**src/shared/lcd_port_pkg.sv**
```systemverilog
// Constants, types and shared helpers for the character display host port
package lcd_port_pkg;

  // ----------------------------------------------------------------
  // Timing
  // ----------------------------------------------------------------
  localparam int CLK_MHZ = 100;
  localparam int CMD_TIME_NS = 39000;
  localparam int DATA_TIME_NS = 43000;
  localparam int CLEAR_TIME_NS = 1530000;
  localparam int CMD_CYC = (CMD_TIME_NS * CLK_MHZ + 999) / 1000;
  localparam int DATA_CYC = (DATA_TIME_NS * CLK_MHZ + 999) / 1000;
  localparam int CLEAR_CYC = (CLEAR_TIME_NS * CLK_MHZ + 999) / 1000;
  localparam int BLINK_CYC_DEF = 32'h0262_5A00;
  localparam int CNT_W = 18;

  // ----------------------------------------------------------------
  // APB register map
  // ----------------------------------------------------------------
  localparam logic [11:0] ADDR_STATUS = 12'h000;
  localparam logic [11:0] ADDR_RSEL = 12'h004;
  localparam logic [11:0] ADDR_RPIX = 12'h008;
  localparam int RSEL_W = 11;

  // ----------------------------------------------------------------
  // Instruction opcode bits and fields
  // ----------------------------------------------------------------
  localparam int OP_DDADDR = 7;
  localparam int OP_CGADDR = 6;
  localparam int OP_FUNC = 5;
  localparam int OP_SHIFT = 4;
  localparam int OP_DISP = 3;
  localparam int OP_ENTRY = 2;
  localparam int OP_HOME = 1;
  localparam int FUNC_DL = 4;
  localparam int FUNC_N = 3;
  localparam int FUNC_F = 2;
  localparam int SHIFT_SC = 3;
  localparam int SHIFT_RL = 2;
  localparam int DISP_D = 2;
  localparam int DISP_C = 1;
  localparam int DISP_B = 0;
  localparam int ENTRY_ID = 1;
  localparam int ENTRY_SH = 0;

  // ----------------------------------------------------------------
  // Memory layout
  // ----------------------------------------------------------------
  localparam int DD_DEPTH = 80;
  localparam int CG_DEPTH = 64;
  localparam logic [6:0] LINE1_LAST = 7'h27;
  localparam logic [6:0] LINE2_BASE = 7'h40;
  localparam logic [6:0] LINE2_LAST = 7'h67;
  localparam logic [6:0] ONE_LINE_LAST = 7'h4F;
  localparam logic [6:0] LINE_LEN = 7'h28;
  localparam logic [7:0] SPACE_CODE = 8'h20;
  localparam logic [7:0] ROM8_FIRST = 8'h10;
  localparam logic [7:0] ROM10_FIRST = 8'hE0;
  localparam int ROM8_COUNT = 204;
  localparam int ROM10_COUNT = 32;
  localparam logic [2:0] CURSOR_ROW = 3'h7;
  localparam logic [4:0] ALL_DOTS = 5'h1F;

  // ----------------------------------------------------------------
  // Types
  // ----------------------------------------------------------------
  typedef enum logic [1:0] {
    ST_IDLE = 2'b00,
    ST_BUSY = 2'b01,
    ST_CLEAR = 2'b10
  } state_t;

  typedef struct packed {
    logic font10;
    logic shift_en;
    logic inc;
    logic two_line;
    logic blink_on;
    logic cursor_on;
    logic display_on;
    logic cg_sel;
    logic width8;
    logic busy;
    logic [6:0] ptr;
  } status_t;

  // Pointer to text memory index; two-line mode packs line 2 after line 1
  function automatic logic [6:0] dd_index(input logic [6:0] p, input logic two);
    dd_index = (two && p[6]) ? {1'b0, p[5:0]} + LINE_LEN : p;
  endfunction

  // Next pointer value, wrapping within the active memory
  function automatic logic [6:0] step_ptr(input logic [6:0] p, input logic up,
                                          input logic cg, input logic two);
    if (cg) begin
      step_ptr = {1'b0, up ? p[5:0] + 6'h01 : p[5:0] - 6'h01};
    end else if (two) begin
      if (up) begin
        step_ptr = (p == LINE1_LAST) ? LINE2_BASE : (p == LINE2_LAST) ? 7'h00 : p + 7'h01;
      end else begin
        step_ptr = (p == 7'h00) ? LINE2_LAST : (p == LINE2_BASE) ? LINE1_LAST : p - 7'h01;
      end
    end else if (up) begin
      step_ptr = (p == ONE_LINE_LAST) ? 7'h00 : p + 7'h01;
    end else begin
      step_ptr = (p == 7'h00) ? ONE_LINE_LAST : p - 7'h01;
    end
  endfunction

endpackage

```
**src/hw/lcd_host_port.sv**
```systemverilog
// Character display controller: host strobe port, RAM pointer, memories, render tap
//
// Design decisions made here: the register addresses and the APB register port.
`timescale 1ns/100ps
module lcd_host_port
  import lcd_port_pkg::*;
#(
  parameter int CMD_CYCLES = CMD_CYC,
  parameter int DATA_CYCLES = DATA_CYC,
  parameter int CLEAR_CYCLES = CLEAR_CYC,
  parameter int BLINK_CYCLES = BLINK_CYC_DEF
) (
  input logic clk, // 100 MHz system clock
  input logic rstn, // Synchronous reset, active low
  input logic register_select, // Pin: 0 instruction, 1 data
  input logic read_write, // Pin: 1 read, 0 write
  input logic enable_strobe, // Pin: access strobe
  input logic [7:0] host_data_lines_in, // Pin data seen on the bus
  output logic [7:0] host_data_lines_out, // Data driven to the bus
  output logic [7:0] host_data_lines_oe, // High where this end drives
  input logic psel, // APB select
  input logic penable, // APB enable
  input logic pwrite, // APB direction
  input logic [11:0] paddr, // APB byte address
  input logic [31:0] pwdata, // APB write data
  output logic [31:0] prdata, // APB read data
  output logic pready, // APB ready
  output logic pslverr // APB error
);

  // ----------------------------------------------------------------
  // Pin synchronisers
  // ----------------------------------------------------------------
  logic [10:0] pin_s1_q;
  logic [10:0] pin_s2_q;
  logic en_s3_q;
  logic rs_s;
  logic rw_s;
  logic en_s;
  logic [7:0] db_s;
  logic fall;

  // Every pin goes through two flops; data and strobes share the same delay
  always_ff @(posedge clk) begin
    if (!rstn) begin
      pin_s1_q <= 11'h000;
      pin_s2_q <= 11'h000;
      en_s3_q <= 1'b0;
    end else begin
      pin_s1_q <= {register_select, read_write, enable_strobe, host_data_lines_in};
      pin_s2_q <= pin_s1_q;
      en_s3_q <= pin_s2_q[8];
    end
  end

  assign rs_s = pin_s2_q[10];
  assign rw_s = pin_s2_q[9];
  assign en_s = pin_s2_q[8];
  assign db_s = pin_s2_q[7:0];
  // Access completes on the enable fall; data still held by hold time
  assign fall = en_s3_q & ~en_s;

  // ----------------------------------------------------------------
  // Control state declarations
  // ----------------------------------------------------------------
  state_t state_q;
  logic [CNT_W-1:0] cnt_q;
  logic [6:0] sweep_q;
  logic [6:0] ptr_q;
  logic cg_q;
  logic width8_q;
  logic two_q;
  logic font10_q;
  logic inc_q;
  logic shift_q;
  logic disp_q;
  logic cur_q;
  logic blink_q;
  logic nib_q;
  logic [3:0] hi_q;
  logic busy_w;

  assign busy_w = (state_q != ST_IDLE);

  // ----------------------------------------------------------------
  // Nibble sequencing
  // ----------------------------------------------------------------
  logic byte_done;
  logic [7:0] byte_w;
  logic go;
  logic cmd_go;
  logic wr_go;
  logic rd_go;
  logic clear_cmd;

  // Phase tracks every access, even refused ones, so the host stays aligned
  always_ff @(posedge clk) begin
    if (!rstn) begin
      nib_q <= 1'b0;
      hi_q <= 4'h0;
    end else if (fall && !width8_q) begin
      if (!nib_q) begin
        hi_q <= db_s[7:4];
        nib_q <= 1'b1;
      end else begin
        nib_q <= 1'b0;
      end
    end
  end

  // 8-bit takes all lines at once; 4-bit joins high then low on lines 4..7
  assign byte_done = fall & (width8_q | nib_q);
  assign byte_w = width8_q ? db_s : {hi_q, db_s[7:4]};
  // Nothing but an instruction read is served while busy
  assign go = byte_done & ~busy_w;
  assign cmd_go = go & ~rs_s & ~rw_s;
  assign wr_go = go & rs_s & ~rw_s;
  assign rd_go = go & rs_s & rw_s;
  assign clear_cmd = cmd_go && (byte_w[7:1] == 7'h00) && byte_w[0];

  // ----------------------------------------------------------------
  // Busy sequencer
  // ----------------------------------------------------------------
  // Busy timing per command class; clear first sweeps the text memory
  always_ff @(posedge clk) begin
    if (!rstn) begin
      state_q <= ST_IDLE;
      cnt_q <= '0;
    end else begin
      unique case (state_q)
        ST_IDLE: begin
          if (clear_cmd) begin
            state_q <= ST_CLEAR;
            cnt_q <= CNT_W'(CLEAR_CYCLES - 1);
          end else if (cmd_go) begin
            state_q <= ST_BUSY;
            cnt_q <= CNT_W'(CMD_CYCLES - 1);
          end else if (wr_go || rd_go) begin
            state_q <= ST_BUSY;
            cnt_q <= CNT_W'(DATA_CYCLES - 1);
          end
        end
        ST_BUSY: begin
          if (cnt_q == '0) begin
            state_q <= ST_IDLE;
          end else begin
            cnt_q <= cnt_q - 1'b1;
          end
        end
        ST_CLEAR: begin
          if (cnt_q != '0) begin
            cnt_q <= cnt_q - 1'b1;
          end
          if (sweep_q == 7'(DD_DEPTH - 1)) begin
            state_q <= ST_BUSY;
          end
        end
        default: state_q <= ST_IDLE;
      endcase
    end
  end

  // Sweep index for clear; reset to zero whenever not clearing
  always_ff @(posedge clk) begin
    if (!rstn || state_q != ST_CLEAR) begin
      sweep_q <= 7'h00;
    end else begin
      sweep_q <= sweep_q + 7'h01;
    end
  end

  // ----------------------------------------------------------------
  // Instruction decode and RAM pointer
  // ----------------------------------------------------------------
  // Highest set opcode bit picks the instruction
  always_ff @(posedge clk) begin
    if (!rstn) begin
      ptr_q <= 7'h00;
      cg_q <= 1'b0;
      width8_q <= 1'b1;
      two_q <= 1'b0;
      font10_q <= 1'b0;
      inc_q <= 1'b1;
      shift_q <= 1'b0;
      disp_q <= 1'b0;
      cur_q <= 1'b0;
      blink_q <= 1'b0;
    end else if (cmd_go) begin
      if (byte_w[OP_DDADDR]) begin
        ptr_q <= byte_w[6:0];
        cg_q <= 1'b0;
      end else if (byte_w[OP_CGADDR]) begin
        ptr_q <= {1'b0, byte_w[5:0]};
        cg_q <= 1'b1;
      end else if (byte_w[OP_FUNC]) begin
        width8_q <= byte_w[FUNC_DL];
        two_q <= byte_w[FUNC_N];
        font10_q <= byte_w[FUNC_F];
      end else if (byte_w[OP_SHIFT]) begin
        // Only cursor moves act here; the whole-display shift is not modelled
        if (!byte_w[SHIFT_SC]) begin
          ptr_q <= step_ptr(ptr_q, byte_w[SHIFT_RL], cg_q, two_q);
        end
      end else if (byte_w[OP_DISP]) begin
        disp_q <= byte_w[DISP_D];
        cur_q <= byte_w[DISP_C];
        blink_q <= byte_w[DISP_B];
      end else if (byte_w[OP_ENTRY]) begin
        inc_q <= byte_w[ENTRY_ID];
        shift_q <= byte_w[ENTRY_SH];
      end else if (byte_w[OP_HOME]) begin
        ptr_q <= 7'h00;
        cg_q <= 1'b0;
      end else if (byte_w[0]) begin
        ptr_q <= 7'h00;
        cg_q <= 1'b0;
        inc_q <= 1'b1;
      end
    end else if (wr_go || rd_go) begin
      ptr_q <= step_ptr(ptr_q, inc_q, cg_q, two_q);
    end
  end

  // ----------------------------------------------------------------
  // Text and user glyph memories
  // ----------------------------------------------------------------
  logic [7:0] dd_mem [DD_DEPTH];
  logic [7:0] cg_mem [CG_DEPTH];
  logic [6:0] dd_idx;
  logic dd_ok;

  // Pointer outside the 80 stored codes writes nothing and reads zero
  assign dd_idx = dd_index(ptr_q, two_q);
  assign dd_ok = (dd_idx < 7'(DD_DEPTH));

  // Text memory: clear sweep has priority over host data writes
  always_ff @(posedge clk) begin
    if (state_q == ST_CLEAR) begin
      dd_mem[sweep_q] <= SPACE_CODE;
    end else if (wr_go && !cg_q && dd_ok) begin
      dd_mem[dd_idx] <= byte_w;
    end
  end

  // User glyph rows, 8 glyphs of 8 rows each
  always_ff @(posedge clk) begin
    if (wr_go && cg_q) begin
      cg_mem[ptr_q[5:0]] <= byte_w;
    end
  end

  // ----------------------------------------------------------------
  // Host read path
  // ----------------------------------------------------------------
  logic [7:0] ram_rd;
  logic [7:0] rd_byte;

  assign ram_rd = cg_q ? cg_mem[ptr_q[5:0]] : (dd_ok ? dd_mem[dd_idx] : 8'h00);
  // Instruction read: busy on line 7, pointer on lines 0..6
  assign rd_byte = rs_s ? ram_rd : {busy_w, ptr_q};

  // Registered drive value; 4-bit reads send high nibble then low on 7..4
  always_ff @(posedge clk) begin
    if (!rstn) begin
      host_data_lines_out <= 8'h00;
    end else if (width8_q) begin
      host_data_lines_out <= rd_byte;
    end else begin
      host_data_lines_out <= {nib_q ? rd_byte[3:0] : rd_byte[7:4], 4'h0};
    end
  end

  // Drive only while a read strobe is high; low lines stay off in 4-bit
  assign host_data_lines_oe = (en_s && rw_s) ? (width8_q ? 8'hFF : 8'hF0) : 8'h00;

  // ----------------------------------------------------------------
  // Glyph render tap
  // ----------------------------------------------------------------
  logic [RSEL_W-1:0] rsel_q;
  logic [6:0] rpos;
  logic [2:0] rrow;
  logic [6:0] r_idx;
  logic [7:0] r_code;
  logic r_user;
  logic [4:0] r_glyph;
  logic r_here;
  logic [4:0] pix_w;
  logic [31:0] blink_cnt_q;
  logic phase_q;

  // Synthetic stand-in pattern; only the code ranges per font are decoded
  function automatic logic [4:0] rom_row(input logic [7:0] c, input logic [2:0] r);
    rom_row = 5'h00;
    if (int'(c) >= int'(ROM8_FIRST) && int'(c) < int'(ROM8_FIRST) + ROM8_COUNT) begin
      rom_row = c[4:0] ^ {2'b00, r};
    end else if (int'(c) >= int'(ROM10_FIRST) && int'(c) < int'(ROM10_FIRST) + ROM10_COUNT) begin
      rom_row = ~(c[4:0] ^ {2'b00, r});
    end
  endfunction

  assign rpos = rsel_q[6:0];
  assign rrow = rsel_q[10:8];
  assign r_idx = dd_index(rpos, two_q);
  assign r_code = (r_idx < 7'(DD_DEPTH)) ? dd_mem[r_idx] : 8'h00;
  // Upper code nibble zero means user glyph; bit 3 takes no part
  assign r_user = (r_code[7:4] == 4'h0);
  // Code bits 2..0 pick the glyph, row picks the line; bits 4..0 are dots
  assign r_glyph = r_user ? cg_mem[{r_code[2:0], rrow}][4:0] : rom_row(r_code, rrow);
  assign r_here = (rpos == ptr_q) && !cg_q;

  // Eighth row ORs the cursor; blink swaps the cell to all dots
  always_comb begin
    pix_w = r_glyph;
    if (r_here && cur_q && rrow == CURSOR_ROW) begin
      pix_w = r_glyph | ALL_DOTS;
    end
    if (r_here && blink_q && phase_q) begin
      pix_w = ALL_DOTS;
    end
    if (!disp_q) begin
      pix_w = 5'h00;
    end
  end

  // Blink phase divider
  always_ff @(posedge clk) begin
    if (!rstn) begin
      blink_cnt_q <= 32'h0000_0000;
      phase_q <= 1'b0;
    end else if (blink_cnt_q >= 32'(BLINK_CYCLES - 1)) begin
      blink_cnt_q <= 32'h0000_0000;
      phase_q <= ~phase_q;
    end else begin
      blink_cnt_q <= blink_cnt_q + 32'h0000_0001;
    end
  end

  // ----------------------------------------------------------------
  // APB slave
  // ----------------------------------------------------------------
  status_t status_w;
  logic apb_setup;
  logic apb_access;
  logic rd_ok;
  logic wr_ok;

  assign status_w = '{font10: font10_q, shift_en: shift_q, inc: inc_q, two_line: two_q,
                      blink_on: blink_q, cursor_on: cur_q, display_on: disp_q,
                      cg_sel: cg_q, width8: width8_q, busy: busy_w, ptr: ptr_q};
  assign apb_setup = psel & ~penable;
  assign apb_access = psel & penable;
  assign rd_ok = (paddr == ADDR_STATUS) || (paddr == ADDR_RSEL) || (paddr == ADDR_RPIX);
  assign wr_ok = (paddr == ADDR_RSEL);
  // Zero wait: read data is captured in the setup cycle
  assign pready = 1'b1;
  assign pslverr = apb_access & (pwrite ? ~wr_ok : ~rd_ok);

  // Read data register
  always_ff @(posedge clk) begin
    if (!rstn) begin
      prdata <= 32'h0000_0000;
    end else if (apb_setup && !pwrite) begin
      unique case (paddr)
        ADDR_STATUS: prdata <= 32'(status_w);
        ADDR_RSEL: prdata <= 32'(rsel_q);
        ADDR_RPIX: prdata <= 32'(pix_w);
        default: prdata <= 32'h0000_0000;
      endcase
    end
  end

  // Render select register, the only writable location
  always_ff @(posedge clk) begin
    if (!rstn) begin
      rsel_q <= '0;
    end else if (apb_access && pwrite && wr_ok) begin
      rsel_q <= pwdata[RSEL_W-1:0];
    end
  end
endmodule

```
**config.mk**
```make
export PLATFORM = sky130hd
export DESIGN_NAME = lcd_host_port
export DESIGN_NICKNAME = d
export VERILOG_FILES = /design/src/shared/lcd_port_pkg.sv /design/src/hw/lcd_host_port.sv
export SDC_FILE = /design/constraint.sdc
export NUM_CORES = 2
export LEC_CHECK = 0
export ABC_AREA = 1
export BUFFER_PORTS_ARGS = -buffer_cell sky130_fd_sc_hd__buf_2
export CELL_PAD_IN_SITES_DETAIL_PLACEMENT = 1
export CELL_PAD_IN_SITES_GLOBAL_PLACEMENT = 2
export CORE_MARGIN = 4
export CORE_UTILIZATION = 45
export CTS_CLUSTER_DIAMETER = 120
export DETAILED_ROUTE_END_ITERATION = 8
export GPL_ROUTABILITY_DRIVEN = 0
export PLACE_DENSITY_LB_ADDON = 0.05
export SYNTH_ARGS = -nofsm -noshare
export SYNTH_HDL_FRONTEND = slang
export SYNTH_SLANG_ARGS = --single-unit
export TNS_END_PERCENT = 30
```
**constraint.sdc**
```tcl
create_clock -name clk -period 7.2 [get_ports clk]
set_input_delay 0 -clock clk [delete_from_list [all_inputs] [get_ports clk]]
set_output_delay 0 -clock clk [all_outputs]
set_load 0.1 [all_outputs]
```
# After elaboration in Yosys (flattened, before gate mapping)
# Memories as Yosys holds them, arrays and structs flattened. A register that Yosys moved wholly into a read port is not among the register bits.
# Cells that the tools add are included.
dict set report word_totals {
  latch_bits 0
  out_inout_bits 50
  regBits 155
  word_cells 228
  ramBits 1152
  mem_count 2
  rom_bits 0
  inputBits 60
}
# name depth word_bits rd rd_ports_with_merged_regs write_ports line_no
set memory_table {}
lappend memory_table {dd_mem 80 8 2 0 1 lcd_host_port.sv:227} ;# logic [7:0] dd_mem [DD_DEPTH];
lappend memory_table {cg_mem 64 8 2 1 1 lcd_host_port.sv:228} ;# logic [7:0] cg_mem [CG_DEPTH];
dict set report classes {
  mul 0
  magnitude_cmp 6
  reduce_logical 50
  div_mod_pow 0
  n_eq_ne 26
  n_addsub 9
  shift 0
  bitwise_logic 29
  mux 82
}
# cell n
set ops {}
lappend ops {{$mux 7} 28}
lappend ops {{$mux 18} 5}
lappend ops {{$mux 8} 8}
lappend ops {{$pmux 18 s3} 1}
lappend ops {{$pmux 17 s3} 1}
lappend ops {{$add 32x1->32 const B} 1}
lappend ops {{$ge 32x26->1 const B} 1}
lappend ops {{$mux 5} 6}
lappend ops {{$eq 7x7->1 const B} 4}
lappend ops {{$mux 6} 4}
lappend ops {{$mux 1} 21}
lappend ops {{$logic_and 1x1->1} 18}
lappend ops {{$logic_not 18->1} 1}
lappend ops {{$reduce_bool 18->1} 1}
lappend ops {{$sub 18x1->18 const B} 1}
lappend ops {{$not 1->1} 15}
lappend ops {{$add 6x6->7 const B} 2}
lappend ops {{$add 7x1->7 const B} 2}
lappend ops {{$logic_not 7->1} 2}
lappend ops {{$lt 7x7->1 const B} 2}
lappend ops {{$eq 12x3->1 const B} 1}
lappend ops {{$eq 12x4->1 const B} 1}
lappend ops {{$logic_not 12->1} 1}
lappend ops {{$ne 3x1->1 const B} 4}
lappend ops {{other kinds (39)} 71}

# Longest topological paths before layout
dict set report logic_depth {
  word_depth 14
  ltp_mapped 25
  depth_no_buf 23
}

# Worst setup path before layout
# No wires, ideal clock.
dict set report synth_timing {
  path_type {reg-to-reg}
  from {register ptr_q[3]}
  to {memory dd_mem[0][0], data pin}
  setup_time_ns 0.575
  path_buffers 2
  setup_slack_ns 2.358
  required_ns 6.625
  t_arrival_ns 4.266
  stages_incl_launch_ff 14
  period_less_slack_ns 4.842
  path_cell_list {dfxtp_1 buf_1 clkinv_1 ha_1 inv_1 o21ai_1 nor2_4 inv_2 a21oi_4 nand2_2 nor2_4 inv_4 buf_6 nor2_1}
}
dict set report synth_between {
  elab_chain_len 9
}
# item line_no
set synth_rtl {}
lappend synth_rtl {{from (decl)} lcd_host_port.sv:69} ;# logic [6:0] ptr_q;
lappend synth_rtl {{from (signal assigned)} lcd_host_port.sv:190} ;# ptr_q <= byte_w[6:0];
lappend synth_rtl {{from (signal assigned)} lcd_host_port.sv:193} ;# ptr_q <= {1'b0, byte_w[5:0]};
lappend synth_rtl {{from (signal assigned)} lcd_host_port.sv:202} ;# ptr_q <= step_ptr(ptr_q, byte_w[SHIFT_RL], cg_q, two_q);
lappend synth_rtl {{$add 6x6->7} lcd_port_pkg.sv:89} ;# dd_index = (two && p[6]) ? {1'b0, p[5:0]} + LINE_LEN : p;
lappend synth_rtl {{$mux 7 *} lcd_port_pkg.sv:89}
lappend synth_rtl {{$lt 7x7->1 *} lcd_host_port.sv:234} ;# assign dd_ok = (dd_idx < 7'(DD_DEPTH));
lappend synth_rtl {{$logic_and 1x1->1 *} lcd_host_port.sv:240} ;# end else if (wr_go && !cg_q && dd_ok) begin
lappend synth_rtl {{$mux 1 *} lcd_host_port.sv:240}
lappend synth_rtl {{$mux 1 *} lcd_host_port.sv:238} ;# if (state_q == ST_CLEAR) begin
lappend synth_rtl {{$mux 1 (implied by the code) *} lcd_host_port.sv:241} ;# dd_mem[dd_idx] <= byte_w;
lappend synth_rtl {{$reduce_or 8->1 (no source line) *} n/a}
lappend synth_rtl {{$mux 8 (no source line) *} n/a}
lappend synth_rtl {{to (decl)} lcd_host_port.sv:227}
# Every way passes the cells marked *; elsewhere a longest branch is shown, timed or not.

# Worst setup path in the final report
dict set report layout_timing {
  from {register ptr_q[3]}
  to {memory dd_mem[66][2] (enable)}
}
dict set report layout_between {
  elab_chain_len 9
  word_cells_on_any_way 10
  classes_between {add/sub: 1; order compare: 1; mux: 6; reduce/logical: 2}
}
# item line_no
set layout_rtl {}
lappend layout_rtl {{$add 6x6->7} lcd_port_pkg.sv:89}
lappend layout_rtl {{$mux 7 *} lcd_port_pkg.sv:89}
lappend layout_rtl {{$lt 7x7->1} lcd_host_port.sv:234}
lappend layout_rtl {{$logic_and 1x1->1} lcd_host_port.sv:240}
lappend layout_rtl {{$mux 1} lcd_host_port.sv:240}
lappend layout_rtl {{$mux 1} lcd_host_port.sv:238}
lappend layout_rtl {{$mux 1 (implied by the code)} lcd_host_port.sv:241}
lappend layout_rtl {{$reduce_or 8->1 (no source line)} n/a}
lappend layout_rtl {{$mux 7 (no source line) or $mux 1 (tied branches)} n/a}
# Marked as above.

==> results.py <==
metrics = {
    "sta": {
        "timing_worst_slew_pin_value_ps": 1260,
        "fin_worst_skew_ps": 24.7,
        "finalSetupViolations": 0,
        "setup-tns-final_ps": 0,
        "fin_hold_ws_ps": 30.1,
        "timing.final.crit_period_ps": 5770,
        "finalCritPeriodShare": 0.801,
        "grt_setup_unrepaired": "false",
        "total_count_of_hold_check_failures_in_the_final_report": 0,
        "max_freq_ghz": 0.173,
        "final-max-slew-violation-count": 0,
        "max_slew_margin_vs_limit": 0.158,
    },
    "worst_setup_path": {
        "startpoint_type": "flip-flop",
        "crit_path_cell_trace": "clkinv_1 -> ha_1 -> inv_1 -> o21ai_1 -> buf_4 -> nor2_4 -> inv_2 -> a21oi_4 -> nand2_2 -> nor2_4 -> inv_4 -> o21ai_4 -> inv_2 -> nor3_1 -> nand2_1 -> nor2_1",
        "crit_slowest_cell": "sky130_fd_sc_hd__nor2_1",
        "critPathArrivalTime_ps": 6140,
        "critical_path.max_fanout": 17,
        "cp.buffers_inverters": 6,
        "nature_of_the_critical_path_endpoint": "flip-flop",
        "timing_worst_setup_path_type": "reg -> reg",
        "worst-endpoint-required_ps": 7570,
        "critical_path.max_stage_delay_ps": 1010,
        "worst_path_dominant_cell_family": "simple AND/OR/NAND/NOR gates",
    },
    "detailed_routing": {
        "wl_final_um": 239000,
        "antenna_left": 0,
        "dr.pass1.iters": 6,
        "route.detailed.wl_per_inst_um": 29.3,
        "route.vias.total": 50700,
        "detail_route.iter0.violations": 5200,
        "via_density": 6.22,
        "detail_route.drc_violations": 0,
    },
    "final_layout": {
        "final-seq-area_mm2": 0.0375,
        "final_nets": 6324,
        "area_growth_pct": 11.9,
        "drive_gt1_frac": 0.0853,
        "fillers": 14800,
        "multiInputGateArea_mm2": 0.0206,
    },
    "logic_synthesis": {
        "synth.top_cell.area_share": 0.561,
        "seq_area_frac_synth": 0.608,
        "post_synth_instance_area_mm2": 0.0617,
        "synth_edf_count": 1152,
        "synth.top_cells.by_count": "1152 x sky130_fd_sc_hd__edfxtp_1, 919 x sky130_fd_sc_hd__nand2_1, 707 x sky130_fd_sc_hd__nor2_1",
        "synthCells": 6280,
        "leading_cell_types_by_total_area_after_synthesis": "sky130_fd_sc_hd__edfxtp_1 56%, sky130_fd_sc_hd__nand2_1 5.6%, sky130_fd_sc_hd__o21ai_0 5.2%",
        "post-synth-top-count-cell": "sky130_fd_sc_hd__edfxtp_1",
        "ys.flop_type": "sky130_fd_sc_hd__edfxtp_1",
        "synth.largest_area_cell": "sky130_fd_sc_hd__edfxtp_1",
        "synth-seq-cells": 1298,
        "synth_async_sr_flop_share": 0,
        "post_synth.cell_area_avg_um2": 9.82,
        "synth_warnings": 0,
        "ys_types": 66,
    },
    "placement": {
        "dp_hpwl_um": 147000,
        "io_buffers": 72,
    },
    "global_routing": {
        "grt_pass1_wl_um": 346000,
        "grt_overflow": 0,
        "grt_antenna_before_repair": 6,
        "grt_max_degree": 134,
        "via_count_of_the_first_global_routing_pass": 50900,
        "all_layer_global_routing_usage": 0.329,
    },
    "hold_path": {
        "hold_class": "in -> reg",
    },
    "cts": {
        "postCtsResizedCells": 0,
        "root_buffer": "sky130_fd_sc_hd__clkbuf_16",
        "worst_skew_pair.late_latency_ps": 770,
        "clock_tree.buffer_depth": 3,
        "tritoncts.num_buffers": 145,
        "clock_tree_from_tritoncts": "yes",
        "total_number_of_h_tree_levels": 4,
        "path_clk_slew_ps": 60,
        "cts.sink_count": 1298,
    },
    "power_and_ir_drop": {
        "p_leak_nw": 24.9,
        "worst_ir_drop_vdd_v": 0.000233,
        "finalPower_mw": 16.9,
        "power_density_mw_per_mm2": 245,
    },
    "run": {
        "maxCapViolations": 0,
    },
    "die": {
        "die_height_um": 378,
        "placeable_area_mm2": 0.136,
        "start_util": 0.454,
        "chipWidth_um": 378,
        "std_cell_rows": 135,
        "die-area_mm2": 0.143,
        "io_pins": 110,
    },
    "run_status": {
        "run_status": "finished clean",
    },
}
## tightest hold or removal path: stages
cell and delay (ps):
sky130_fd_sc_hd__buf_2 70, sky130_fd_sc_hd__nor4_1 40, sky130_fd_sc_hd__nand2_1 90, sky130_fd_sc_hd__inv_1 60
sky130_fd_sc_hd__nand4_1 120, sky130_fd_sc_hd__nor2_1 130, sky130_fd_sc_hd__nand2_1 90, sky130_fd_sc_hd__nand2_1 50
sky130_fd_sc_hd__nand2_1 50, sky130_fd_sc_hd__a21oi_1 50
## placed cells by master (no fill, tap or decap), types with 13 or more instances in the layout
master and count:
sky130_fd_sc_hd__nor2_1 700, sky130_fd_sc_hd__a221o_1 22, sky130_fd_sc_hd__nor3_1 53, sky130_fd_sc_hd__o22ai_1 71, sky130_fd_sc_hd__inv_2 28, sky130_fd_sc_hd__a211oi_1 21
sky130_fd_sc_hd__edfxtp_1 1152, sky130_fd_sc_hd__a21oi_1 355, sky130_fd_sc_hd__o2111ai_1 30, sky130_fd_sc_hd__clkinv_2 27, sky130_fd_sc_hd__inv_1 461, sky130_fd_sc_hd__a221oi_1 105
sky130_fd_sc_hd__a31oi_1 34, sky130_fd_sc_hd__buf_2 72, sky130_fd_sc_hd__clkbuf_1 30, sky130_fd_sc_hd__buf_4 115, sky130_fd_sc_hd__clkinv_1 31, sky130_fd_sc_hd__a22oi_1 41
sky130_fd_sc_hd__dfxtp_1 138, sky130_fd_sc_hd__nand3_1 557, sky130_fd_sc_hd__dlygate4sd3_1 60, sky130_fd_sc_hd__xor2_1 18, sky130_fd_sc_hd__conb_1 22, sky130_fd_sc_hd__o211ai_1 147
sky130_fd_sc_hd__a31o_2 17, sky130_fd_sc_hd__nand4_1 40, sky130_fd_sc_hd__o21ai_0 642, sky130_fd_sc_hd__or2_2 17, sky130_fd_sc_hd__o221ai_1 75, sky130_fd_sc_hd__nor2_4 13
sky130_fd_sc_hd__clkbuf_16 148, sky130_fd_sc_hd__nand2_1 916
## metal layers
metal / vias up / part of all wire / track usage
met1: 25800 / 0.41 / 0.428
met5: - / 0.00021 / 0
li1: 22500 / - / -
met4: 6 / 0.049 / 0.145
met2: 1901 / 0.48 / 0.544
met3: 543 / 0.065 / 0.0517
## state kept, by name (all words and copies together) (netlist names), 2 cells and up, named ones only
| signal | cells |
|---|---|
| cnt_q | 18 |
| pin_s2_q | 11 |
| blink_cnt_q | 32 |
| sweep_q | 7 |
| rsel_q | 11 |
| pin_s1_q | 11 |
| state_q | 2 |
| hi_q | 4 |
| cg_mem | 512 |
| prdata | 17 |
| dd_mem | 640 |
| host_data_lines_out | 8 |
| ptr_q | 7 |
## final cells by class
type / count / share of cell area
Antenna cell: 2 / 0.0000725
Clock buffer: 183 / 0.0561
Clock inverter: 81 / 0.0116
Inverter: 505 / 0.0279
Multi-Input combinational cell: 4044 / 0.299
Sequential cell: 1298 / 0.544
Tap cell: 1781 / 0.0323
Timing Repair Buffer: 258 / 0.0296
## timing repair
action / in CTS / in global routing
buffers inserted: 0 / 0
setup endpoints to repair: 0 / 0
hold buffers: 60 / 0
hold endpoints to repair: 80 / 0
## where the power goes
| part | internal, mW | switching (mW) | total, mW |
|---|---|---|---|
| clock network | 4.26 | 3.15 | 7.41 |
| logic | 0.319 | 0.944 | 1.26 |
| registers | 8.18 | 0.0643 | 8.25 |
| total | 12.8 | 4.16 | 16.9 |
## per-stage QoR
| step | worst slack [ps] | utilization | instances | instance area (um^2) |
|---|---|---|---|---|
| after floorplan | 2360 | - | 6300 | 61800 |
| after global placement | 1630 | 0.470 | 7826 | 63800 |
| after detailed placement | 1490 | 0.470 | 7826 | 63800 |
| after CTS | 1490 | 0.508 | 8150 | 69000 |
| after global routing | 1220 | 0.508 | 8150 | 69000 |
| final | 1430 | 0.508 | 8152 | 69100 |
## cells by family (layout without fill, tap and decap cells)
kind of cell | Yosys count | count (layout) | synth area share
other | 2 | 24 | 0.000122
adder cells (fa/ha/maj) | 12 | 12 | 0.00243
AND/OR/NAND/NOR | 2365 | 2365 | 0.163
buffers and inverters | 958 | 1027 | 0.0612
flip-flops | 1298 | 1298 | 0.608
AO/OA/AOI/OAI | 1620 | 1620 | 0.162
XOR/XNOR | 25 | 25 | 0.00379
## final timing paths
kind	slack, ps	end	depth (start not counted)	startpoint
max	1430	dd_mem[66][2]	16	ptr_q[3]
min	30	prdata[2]	10	paddr[6]
max reg2reg	1430	dd_mem[66][2]	16	ptr_q[3]
min reg2reg	420	pin_s2_q[10]	2	pin_s1_q[10]
No activity file was read; power rests on OpenSTA's default activity.
